**src/hw/spim_params.svh**
```systemverilog
// Purpose: Constants of the serial port interrupt mask block.
// Assumes: Register offsets are byte addresses of aligned 32-bit words.
// Notes:   Bit positions are shared by status, enable, disable and mask words.
`ifndef SPIM_PARAMS_SVH
`define SPIM_PARAMS_SVH

// Register byte offsets
`define SPIM_OFS_STATUS   8'h00
`define SPIM_OFS_IRQ_EN   8'h04
`define SPIM_OFS_IRQ_DIS  8'h08
`define SPIM_OFS_IRQ_MASK 8'h0c

// Number of interrupt sources and of sticky event flags
`define SPIM_NSRC    12
`define SPIM_NSTICKY 5

// Source bit positions
`define SPIM_BIT_TX_HOLDING_FREE    0
`define SPIM_BIT_TX_ALL_SENT        1
`define SPIM_BIT_TX_TRANSFER_END    2
`define SPIM_BIT_TX_BUFFERS_DRAINED 3
`define SPIM_BIT_RX_WORD_AVAILABLE  4
`define SPIM_BIT_RX_OVERRUN_FLAG    5
`define SPIM_BIT_RX_TRANSFER_END    6
`define SPIM_BIT_RX_BUFFERS_FULL    7
`define SPIM_BIT_COMPARE_ZERO_HIT   8
`define SPIM_BIT_COMPARE_ONE_HIT    9
`define SPIM_BIT_TX_SYNC_EVENT      10
`define SPIM_BIT_RX_SYNC_EVENT      11

// Sticky flag slots inside the sticky bank
`define SPIM_STK_OVERRUN 0
`define SPIM_STK_CMP0    1
`define SPIM_STK_CMP1    2
`define SPIM_STK_TX_SYNC_EVENT   3
`define SPIM_STK_RX_SYNC_EVENT   4

// Reset values
`define SPIM_MASK_RESET   12'h000
`define SPIM_RDATA_RESET  32'h0000_0000

`endif

```
**src/hw/spim_pkg.sv**
```systemverilog
// Purpose: Types of the serial port interrupt mask block.
// Assumes: Constants live in spim_params.svh.
// Notes:   Bus state is a one-bit Gray sequence idle -> respond.
package spim_pkg;

    // Avalon slave handshake state
    typedef enum logic [0:0] {
        SPIM_ST_IDLE = 1'b0,
        SPIM_ST_RESP = 1'b1
    } spim_bus_state_type;

    // Avalon response codes
    typedef enum logic [1:0] {
        SPIM_RSP_OKAY   = 2'b00,
        SPIM_RSP_DECERR = 2'b11
    } spim_resp_type;

    // One bit per interrupt source
    typedef logic [11:0] spim_src_vec_type;

endpackage

```
**src/hw/spim_sticky_bank.sv**
```systemverilog
// Purpose: Bank of event flags that latch on a pulse and clear on a read.
// Assumes: Set and clear pulses come from logic on the same clock.
// Notes:   A set in the clearing cycle wins, so no event is lost.
module spim_sticky_bank #(
    parameter int W = 5
) (
    // Clock and reset
    input  wire logic         clock_i,
    input  wire logic         nrst_i,
    // Events and clear
    input  wire logic [W-1:0] set_i,
    input  wire logic         clr_i,
    // Latched flags
    output logic      [W-1:0] flags_o
);

    // One flop per flag; set has priority over the read clear
    genvar gi;
    generate
        for (gi = 0; gi < W; gi++) begin : g_flag
            always_ff @(posedge clock_i or negedge nrst_i) begin
                if (!nrst_i) begin
                    flags_o[gi] <= 1'b0;
                end else if (set_i[gi]) begin
                    flags_o[gi] <= 1'b1;
                end else if (clr_i) begin
                    flags_o[gi] <= 1'b0;
                end
            end
        end
    endgenerate

endmodule

```
**src/hw/spim_irq_mask.sv**
```systemverilog
// Purpose: Interrupt enable, disable and mask logic of a sync serial port.
// Assumes: Event inputs come from controller logic on clock_i.
// Notes:   Avalon-MM slave with waitrequest; one wait cycle per access.
//
// Behaviour
// - Enable write ones set mask bits
// - Disable write ones clear mask bits
// - Mask read shows enabled sources as one
// - Bits 0-3 are transmit sources
// - Bits 4-7 are receive sources
// - Bits 8-11 compares and syncs, above unused
// - Disable sync positions really disable syncs
// - Mask register is read-only
// - Command registers are write-only, no state
// - Compare and sync flags latch until status read
// - Receive ready follows holding register occupancy
// - Transmit empty only after shifter finishes
`include "spim_params.svh"

module spim_irq_mask
    import spim_pkg::*;
#(
    parameter int ADDR_W = 8
) (
    // Clock and reset
    input  wire logic              clock_i,
    input  wire logic              nrst_i,
    // Avalon-MM slave
    input  wire logic [ADDR_W-1:0] avs_address_i,
    input  wire logic              avs_read_i,
    input  wire logic              avs_write_i,
    input  wire logic [31:0]       avs_writedata_i,
    input  wire logic [3:0]        avs_byteenable_i,
    output logic      [31:0]       avs_readdata_o,
    output logic                   avs_waitrequest_o,
    output logic      [1:0]        avs_response_o,
    // Transmit side of the controller
    input  wire logic              tx_holding_free_i,
    input  wire logic              tx_shifter_busy_i,
    input  wire logic              tx_transfer_end_i,
    input  wire logic              tx_buffers_drained_i,
    input  wire logic              tx_sync_event_i,
    // Receive side of the controller
    input  wire logic              rx_word_load_i,
    input  wire logic              rx_holding_read_i,
    input  wire logic              rx_transfer_end_i,
    input  wire logic              rx_buffers_full_i,
    input  wire logic              rx_sync_event_i,
    // Compare units
    input  wire logic              compare_zero_hit_i,
    input  wire logic              compare_one_hit_i,
    // Interrupt line
    output logic                   irq_o
);

    spim_bus_state_type            state_r;
    spim_src_vec_type              mask_r;
    spim_src_vec_type              status_w;
    spim_src_vec_type              set_vec;
    spim_src_vec_type              clr_vec;
    logic [31:0]                   be_bits;
    logic [31:0]                   wdata_eff;
    logic [`SPIM_NSTICKY-1:0]      stk_set;
    logic [`SPIM_NSTICKY-1:0]      stk_flags;
    logic                          hit_status;
    logic                          hit_en;
    logic                          hit_dis;
    logic                          hit_mask;
    logic                          hit_any;
    logic                          accept;
    logic                          commit_wr;
    logic                          status_rd_clr;
    logic                          tx_all_sent_r;
    logic                          rx_word_avail_r;

    // Reset image of the mask as a named constant, so each bit can be picked
    localparam spim_src_vec_type MASK_RST = `SPIM_MASK_RESET;

    // Address decode on full byte offsets
    always_comb begin
        hit_status = (avs_address_i == ADDR_W'(`SPIM_OFS_STATUS));
        hit_en     = (avs_address_i == ADDR_W'(`SPIM_OFS_IRQ_EN));
        hit_dis    = (avs_address_i == ADDR_W'(`SPIM_OFS_IRQ_DIS));
        hit_mask   = (avs_address_i == ADDR_W'(`SPIM_OFS_IRQ_MASK));
        hit_any    = hit_status | hit_en | hit_dis | hit_mask;
    end

    // A request is taken in idle; a write lands when waitrequest is seen low
    assign accept    = (state_r == SPIM_ST_IDLE) & (avs_read_i | avs_write_i);
    assign commit_wr = (state_r == SPIM_ST_RESP) & avs_write_i;

    // Reading status clears the read-sensitive flags at the capture edge,
    // so anything arriving later stays set for the next read
    assign status_rd_clr = accept & avs_read_i & hit_status;

    // Byte lanes gate the write data
    assign be_bits = {{8{avs_byteenable_i[3]}}, {8{avs_byteenable_i[2]}},
                      {8{avs_byteenable_i[1]}}, {8{avs_byteenable_i[0]}}};
    assign wdata_eff = avs_writedata_i & be_bits;

    // Command decode: only the low source bits act, upper bits ignored
    always_comb begin
        set_vec = '0;
        clr_vec = '0;
        if (commit_wr && hit_en) begin
            set_vec = wdata_eff[`SPIM_NSRC-1:0];
        end
        if (commit_wr && hit_dis) begin
            clr_vec = wdata_eff[`SPIM_NSRC-1:0];
        end
    end

    // Bus handshake: one cycle of waitrequest, then the answer
    always_ff @(posedge clock_i or negedge nrst_i) begin
        if (!nrst_i) begin
            state_r           <= SPIM_ST_IDLE;
            avs_waitrequest_o <= 1'b1;
        end else begin
            case (state_r)
                SPIM_ST_IDLE: begin
                    if (accept) begin
                        state_r           <= SPIM_ST_RESP;
                        avs_waitrequest_o <= 1'b0;
                    end
                end
                SPIM_ST_RESP: begin
                    state_r           <= SPIM_ST_IDLE;
                    avs_waitrequest_o <= 1'b1;
                end
                default: begin
                    state_r           <= SPIM_ST_IDLE;
                    avs_waitrequest_o <= 1'b1;
                end
            endcase
        end
    end

    // Read data and response are captured when the request is taken
    always_ff @(posedge clock_i or negedge nrst_i) begin
        if (!nrst_i) begin
            avs_readdata_o <= `SPIM_RDATA_RESET;
            avs_response_o <= SPIM_RSP_OKAY;
        end else if (accept) begin
            avs_response_o <= hit_any ? SPIM_RSP_OKAY : SPIM_RSP_DECERR;
            if (avs_read_i && hit_status) begin
                avs_readdata_o <= {20'h0_0000, status_w};
            end else if (avs_read_i && hit_mask) begin
                avs_readdata_o <= {20'h0_0000, mask_r};
            end else begin
                // Command words keep no state and read as zero
                avs_readdata_o <= `SPIM_RDATA_RESET;
            end
        end
    end

    // Mask bits; only the command registers reach them, never a direct write
    genvar gi;
    generate
        for (gi = 0; gi < `SPIM_NSRC; gi++) begin : g_mask
            always_ff @(posedge clock_i or negedge nrst_i) begin
                if (!nrst_i) begin
                    mask_r[gi] <= MASK_RST[gi];
                end else if (set_vec[gi]) begin
                    mask_r[gi] <= 1'b1;
                end else if (clr_vec[gi]) begin
                    mask_r[gi] <= 1'b0;
                end
            end
        end
    endgenerate

    // Transmit empty needs both the holding word moved and the shifter idle
    always_ff @(posedge clock_i or negedge nrst_i) begin
        if (!nrst_i) begin
            tx_all_sent_r <= 1'b0;
        end else begin
            tx_all_sent_r <= tx_holding_free_i & ~tx_shifter_busy_i;
        end
    end

    // Receive ready tracks the holding register; a new load wins over a read
    always_ff @(posedge clock_i or negedge nrst_i) begin
        if (!nrst_i) begin
            rx_word_avail_r <= 1'b0;
        end else if (rx_word_load_i) begin
            rx_word_avail_r <= 1'b1;
        end else if (rx_holding_read_i) begin
            rx_word_avail_r <= 1'b0;
        end
    end

    // Events that latch until the status register is read
    always_comb begin
        stk_set = '0;
        // Overrun: a load while the previous word is still unread
        stk_set[`SPIM_STK_OVERRUN] = rx_word_load_i & rx_word_avail_r &
                                     ~rx_holding_read_i;
        stk_set[`SPIM_STK_CMP0]    = compare_zero_hit_i;
        stk_set[`SPIM_STK_CMP1]    = compare_one_hit_i;
        stk_set[`SPIM_STK_TX_SYNC_EVENT]   = tx_sync_event_i;
        stk_set[`SPIM_STK_RX_SYNC_EVENT]   = rx_sync_event_i;
    end

    spim_sticky_bank #(
        .W       (`SPIM_NSTICKY)
    ) u_sticky (
        .clock_i (clock_i),
        .nrst_i  (nrst_i),
        .set_i   (stk_set),
        .clr_i   (status_rd_clr),
        .flags_o (stk_flags)
    );

    // Status word; positions match the enable, disable and mask words
    always_comb begin
        status_w = '0;
        status_w[`SPIM_BIT_TX_HOLDING_FREE]    = tx_holding_free_i;
        status_w[`SPIM_BIT_TX_ALL_SENT]        = tx_all_sent_r;
        status_w[`SPIM_BIT_TX_TRANSFER_END]    = tx_transfer_end_i;
        status_w[`SPIM_BIT_TX_BUFFERS_DRAINED] = tx_buffers_drained_i;
        status_w[`SPIM_BIT_RX_WORD_AVAILABLE]  = rx_word_avail_r;
        status_w[`SPIM_BIT_RX_OVERRUN_FLAG]    = stk_flags[`SPIM_STK_OVERRUN];
        status_w[`SPIM_BIT_RX_TRANSFER_END]    = rx_transfer_end_i;
        status_w[`SPIM_BIT_RX_BUFFERS_FULL]    = rx_buffers_full_i;
        status_w[`SPIM_BIT_COMPARE_ZERO_HIT]   = stk_flags[`SPIM_STK_CMP0];
        status_w[`SPIM_BIT_COMPARE_ONE_HIT]    = stk_flags[`SPIM_STK_CMP1];
        status_w[`SPIM_BIT_TX_SYNC_EVENT]      = stk_flags[`SPIM_STK_TX_SYNC_EVENT];
        status_w[`SPIM_BIT_RX_SYNC_EVENT]      = stk_flags[`SPIM_STK_RX_SYNC_EVENT];
    end

    // Interrupt line is registered, so it trails the flags by one cycle;
    // this keeps the output glitch free at the cost of that cycle
    always_ff @(posedge clock_i or negedge nrst_i) begin
        if (!nrst_i) begin
            irq_o <= 1'b0;
        end else begin
            irq_o <= |(status_w & mask_r);
        end
    end

endmodule

```
**config.mk**
```make
export PLATFORM = sky130hd
export DESIGN_NAME = spim_irq_mask
export DESIGN_NICKNAME = d
export VERILOG_FILES = /design/src/hw/spim_pkg.sv /design/src/hw/spim_sticky_bank.sv /design/src/hw/spim_irq_mask.sv
export VERILOG_INCLUDE_DIRS = /design/src /design/src/hw
export SDC_FILE = /design/constraint.sdc
export NUM_CORES = 1
export LEC_CHECK = 0
export ABC_AREA = 1
export BUFFER_PORTS_ARGS = -buffer_cell sky130_fd_sc_hd__buf_4
export CORE_MARGIN = 1
export CORE_UTILIZATION = 35
export DETAILED_ROUTE_END_ITERATION = 16
export GPL_TIMING_DRIVEN = 0
export PLACE_DENSITY = 0.73
export SLEW_MARGIN = 0
export SYNTH_ARGS = -nofsm -noshare
export SYNTH_HDL_FRONTEND = slang
export SYNTH_SLANG_ARGS = --single-unit
```
**constraint.sdc**
```tcl
create_clock -name clock_i -period 2.1 [get_ports clock_i]
set_input_delay 0.105 -clock clock_i [delete_from_list [all_inputs] [get_ports clock_i]]
set_output_delay 0.105 -clock clock_i [all_outputs]
set_load 0.05 [all_outputs]
```
## After elaboration in Yosys (flattened, before gate mapping)

Index checks and enable logic that the tools add are counted.

- Bits in registers: 56
- Bits in latches: 0
- Bits in writable memories: 0
- ROM bits: 0
- Output and inout port bits: 36
- Logic and storage cells: 109
- Memories kept: 0

- $add $sub $neg: 0
- Multipliers: 0
- Div/mod/pow operators: 0
- $lt $le $gt $ge: 0
- Equal/unequal tests: 4
- Shift-type cells: 0
- Mux-type cells: 41
- Bitwise operators: 16
- Reduce and logical (&&, ||, !) cells: 24

Operator list:

| operator | number |
|---|---|
| two-way mux 12 bit | 4 |
| nonzero test 2 bit | 18 |
| two-way mux 1 bit | 34 |
| AND 12 bit | 2 |
| equality test 8 x 4 -> 1 bit, second input constant | 2 |
| OR reduction 12 bit | 1 |
| equality test 8 x 3 -> 1 bit, second input constant | 1 |
| logical NOT 8 bit | 1 |
| AND 1 bit | 7 |
| logical AND 1 bit | 4 |
| bitwise OR 1 bit | 4 |
| one-hot mux 1 bit (2 select lines) | 2 |
| inverter 1 bit | 3 |
| two-way mux 2 bit | 1 |
| inequality test 2 bit, second input constant | 1 |

## Longest topological paths before layout

- Depth in word-level cells: 6
- Mapped depth: 8
- Mapped depth without buffers: 8

## By module

Synthesis repeated with hierarchy kept, for this count alone.

- Cells, all modules: 248
- Area total of the unflattened synthesis: 1988.2 µm²

By module, submodules not included:

| module | times used | cells each | area an instance (µm²) | sequential area each (µm²) |
|---|---|---|---|---|
| spim_irq_mask | 1 | 227 | 1803.0 | 752.0 |
| spim_sticky_bank | 1 | 21 | 185.2 | 125.1 |

## Least setup slack after synthesis

No wires, ideal clock.

- Path kind: reg2reg
- Start: register state_r
- End: register mask_r[1]
- Arrival time: 963 ps
- Data required time: 1981 ps
- Setup slack: 1017 ps
- Cell stages (with the launch flop): 7
- Path buffers: 1
- Period minus slack after synthesis: 1083 ps
- Cell sequence: dfrtp_1 > nand2_1 > nor3_2 > nand2_1 > buf_6 > o21ai_2 > nand2_1

- Longest elaborated chain between the ends: 4

Ends and longest elaborated chain:

| what | RTL line | source |
|---|---|---|
| start: declaration | spim_irq_mask.sv:56 | `spim_bus_state_type state_r;` |
| start signal: assignment | spim_irq_mask.sv:116 | `state_r <= SPIM_ST_IDLE;` |
| start signal: assignment | spim_irq_mask.sv:122 | `state_r <= SPIM_ST_RESP;` |
| start signal: assignment | spim_irq_mask.sv:127 | `state_r <= SPIM_ST_IDLE;` |
| AND 1 bit * | spim_irq_mask.sv:90 | `assign commit_wr = (state_r == SPIM_ST_RESP) & avs_write_i;` |
| logical AND 1 bit (on tied branches) | spim_irq_mask.sv:105, spim_irq_mask.sv:108 |  |
| two-way mux 12 bit (on tied branches) | spim_irq_mask.sv:105, spim_irq_mask.sv:108 |  |
| two-way mux 1 bit or nonzero test 2 bit (tied branches) | - |  |
| end signal: indexed assignment | spim_irq_mask.sv:162 | `mask_r[gi] <= MASK_RST[gi];` |
| end: declaration | spim_irq_mask.sv:57 | `spim_src_vec_type mask_r;` |

Every way passes the cells marked *; elsewhere a longest branch is shown, timed or not.
A chain may end at the register's enable or synchronous reset.

## Final worst setup path

- Start: register state_r
- End: register mask_r[2]

Same word-level chain as after synthesis.

==> run metrics <==
WHS Path Cells=3; peak supply drop=between 0.0002 and 0.00025 V; P_leak=between 1 and 1.5 nW; DR vias=about 1800; first-pass GRT wire length=7624 µm; Setup CP Type=reg -> reg; clock skew=0.002074 ns; H-tree Lvls=2; wire length on met2=2056 µm; nature of the critical path endpoint=register; layout cells sized above 1=0.3578; max-cap violations=0; Psw=about 0.48 mW; post-DR vias/cell=about 4.7; clock sinks=35; main flop type after synthesis=dfrtp_1; part of the power in the clock network=0.307; Worst Hold Class=in -> reg; cell internal pwr=~1.0 mW; synthesized cell area=1957 µm²; initial antenna violation count=0; post-synthesis cell count=roughly 230; Commonest cells post-synth=nand2_1, dfrtp_1, nand4_1; routed wire length per instance=about 12 µm; largest area contributor in the synthesized netlist=dfrtp_1; Mean Syn Cell Area=8.545 µm²; synth top area cells=dfrtp_1, nand2_1, nand4_1; RSZ-0062 raised after global routing=false; metal3 WL=around 280 µm; synth unique cells=23; Tot GR Track Use=0.1656; Comb pwr share=0.232; final setup vio count=0; # nets final=roughly 370; Reg area=877.1 µm²; Clock Latency Late Sink=slightly below 0.3 ns; fin crit share=0.5792; max layer used=met4; Initial Utilization=0.3736; top-area cell type share of the netlist area=0.4348; synth warn=0; CTS Root Cell=clkbuf_8; worst reg2reg setup slack=slightly below 0.9 ns; Max clock buf depth=2; GP Congestion=around 0.9; Slew Viols, Final=0; Die H=between 70 and 80 µm; asr flop ratio synth=1.000; # fillers=~520; TNS Setup=0 ns; Fin. Hold Viols=0; cts bufs inserted=5; sw frac=0.3161; sequential fraction of design power=0.461; crit-path max FO=10; M1 WL=approximately 2000 µm; Std-Cell Rows=26; core outline area=5238 µm²; area of the multi-input gates=approximately 900 µm²; cells on worst reg2reg path=5; Clock Pin Slew Worst Setup and Hold Paths=approximately 0.07 ns; Tmin final=about 1.2 ns; DIE AREA=approximately 6000 µm²; DRC violations left=0; #FFs+latches synth=35; post-route ant nets=0; aggregate global routing overflow=0; Die W=76.78 µm; number of synthesized flops with an enable pin=0; 1st-iter DRT viols=about 160; Placed Instances=368; Inserted Diodes=0; non-filler cells in the finished layout=383; Layout area overhead=35.23%; WL final=roughly 4500 µm; largest net degree at the start of global routing=36; count leader, synth=nand2_1; fmax=slightly above 800 MHz; top-level I/O count=96; Crit path arrival time=approximately 1.5 ns; CP required=between 2 and 2.5 ns; Buffers on Ports=50; CTS tree=yes; register area share after synthesis=0.4482; vias in the first global route=between 1500 and 2000; drt pass-1 iters=4; CP Launch Type=register; Setup Fix Bufs, Post-CTS=0; status=finished clean; Post-DP HPWL=approximately 3500 µm; pwr dens=roughly 580 nW/µm²
-- registers in the layout, summed over array words and instances (netlist names) --
| name | cells |
|---|---|
| state_r | 1 |
| tx_all_sent_r | 1 |
| avs_response_o | 1 |
| mask_r | 12 |
| avs_waitrequest_o | 1 |
| rx_word_avail_r | 1 |
| irq_o | 1 |
| u_sticky.flags_o | 5 |
| avs_readdata_o | 12 |
-- stage by stage --
stage	hold slack [ns]	power, mW	util	setup WS [ns]	cell area (µm²)
final	0.02282	1.534	0.5053	0.8838	2646
after global routing	0.04125	1.602	0.5053	0.7735	2646
after CTS	0.002625	1.544	0.5033	0.8720	2636
after detailed placement	0.07628	1.067	0.4756	0.8859	2491
after global placement	0.07830	1.063	0.4756	0.9076	2491
after floorplan	-0.1906	0.9555	-	1.017	2028
-- repair_timing --
action                    4_1_cts  5_1_grt
hold endpoints to repair       39        1
hold buffers                    6        1
gates resized for setup         0        0
-- final timing paths --
kind,from,to
max in group asynchronous,nrst_i,avs_waitrequest_o
worst min-delay path,rx_word_load_i,rx_word_avail_r
worst max-delay path,state_r,mask_r[2]
min in group asynchronous,nrst_i,tx_all_sent_r
worst min register to register,avs_readdata_o[0],avs_readdata_o[0]
worst max register to register,state_r,mask_r[2]
-- cell usage in the layout, fill, tap and decap left out, types with 4 or more instances in the layout --
cell type	instances
buf_4	74
o21ai_2	10
clkbuf_8	5
nor2_1	10
nand4_1	32
inv_2	4
a21o_1	4
nand2_1	66
inv_1	5
dlygate4sd3_1	7
nand3_1	15
o21ai_0	4
dfrtp_1	34
conb_1	20
buf_2	6
-- power by group through the flow --
| stage | clock, mW | sequential, mW | combinational, mW |
|---|---|---|---|
| 3_3_place_gp | 0 | 0.720 | 0.343 |
| 3_5_place_dp | 0 | 0.720 | 0.346 |
| 4_1_cts | 0.480 | 0.708 | 0.356 |
| 5_1_grt | 0.509 | 0.710 | 0.384 |
| 2_1_floorplan | 0 | 0.751 | 0.204 |
| 6_report | 0.470 | 0.707 | 0.356 |
-- kinds of logic (layout without fill, tap and decap cells) --
kind of cell,after synthesis,in the layout,synth area share
AND/OR/NAND/NOR,131,131,0.3331
buffers and inverters,42,107,0.1381
flip-flops,35,35,0.4482
AO/OA/AOI/OAI,20,20,0.07865
other,1,20,0.001916
-- layer usage --
layer  global-route usage  up-vias
met1               0.2032      827
li1                     -      909
met3              0.04524        6
met4              0.07308        0
met5                    0        -
met2               0.2705       63
-- layout make-up --
type | instances | area share
repair buffers | 57 | 0.1683
flip-flops and latches | 35 | 0.3314
plain buffers | 33 | 0.08936
multi-input cells | 171 | 0.3329
well taps | 70 | 0.03310
clock inverters | 2 | 0.004728
inverters | 9 | 0.01277
clock buffers | 6 | 0.02742
-- critical path, cell delays in order (launching register included) --
cell     delay (ns)
dfrtp_1        0.40
nand2_1        0.13
nor3_2         0.25
buf_6          0.19
nand4_1        0.10
nand2_1        0.08
Note: power is estimated with default switching activity, not from simulation.
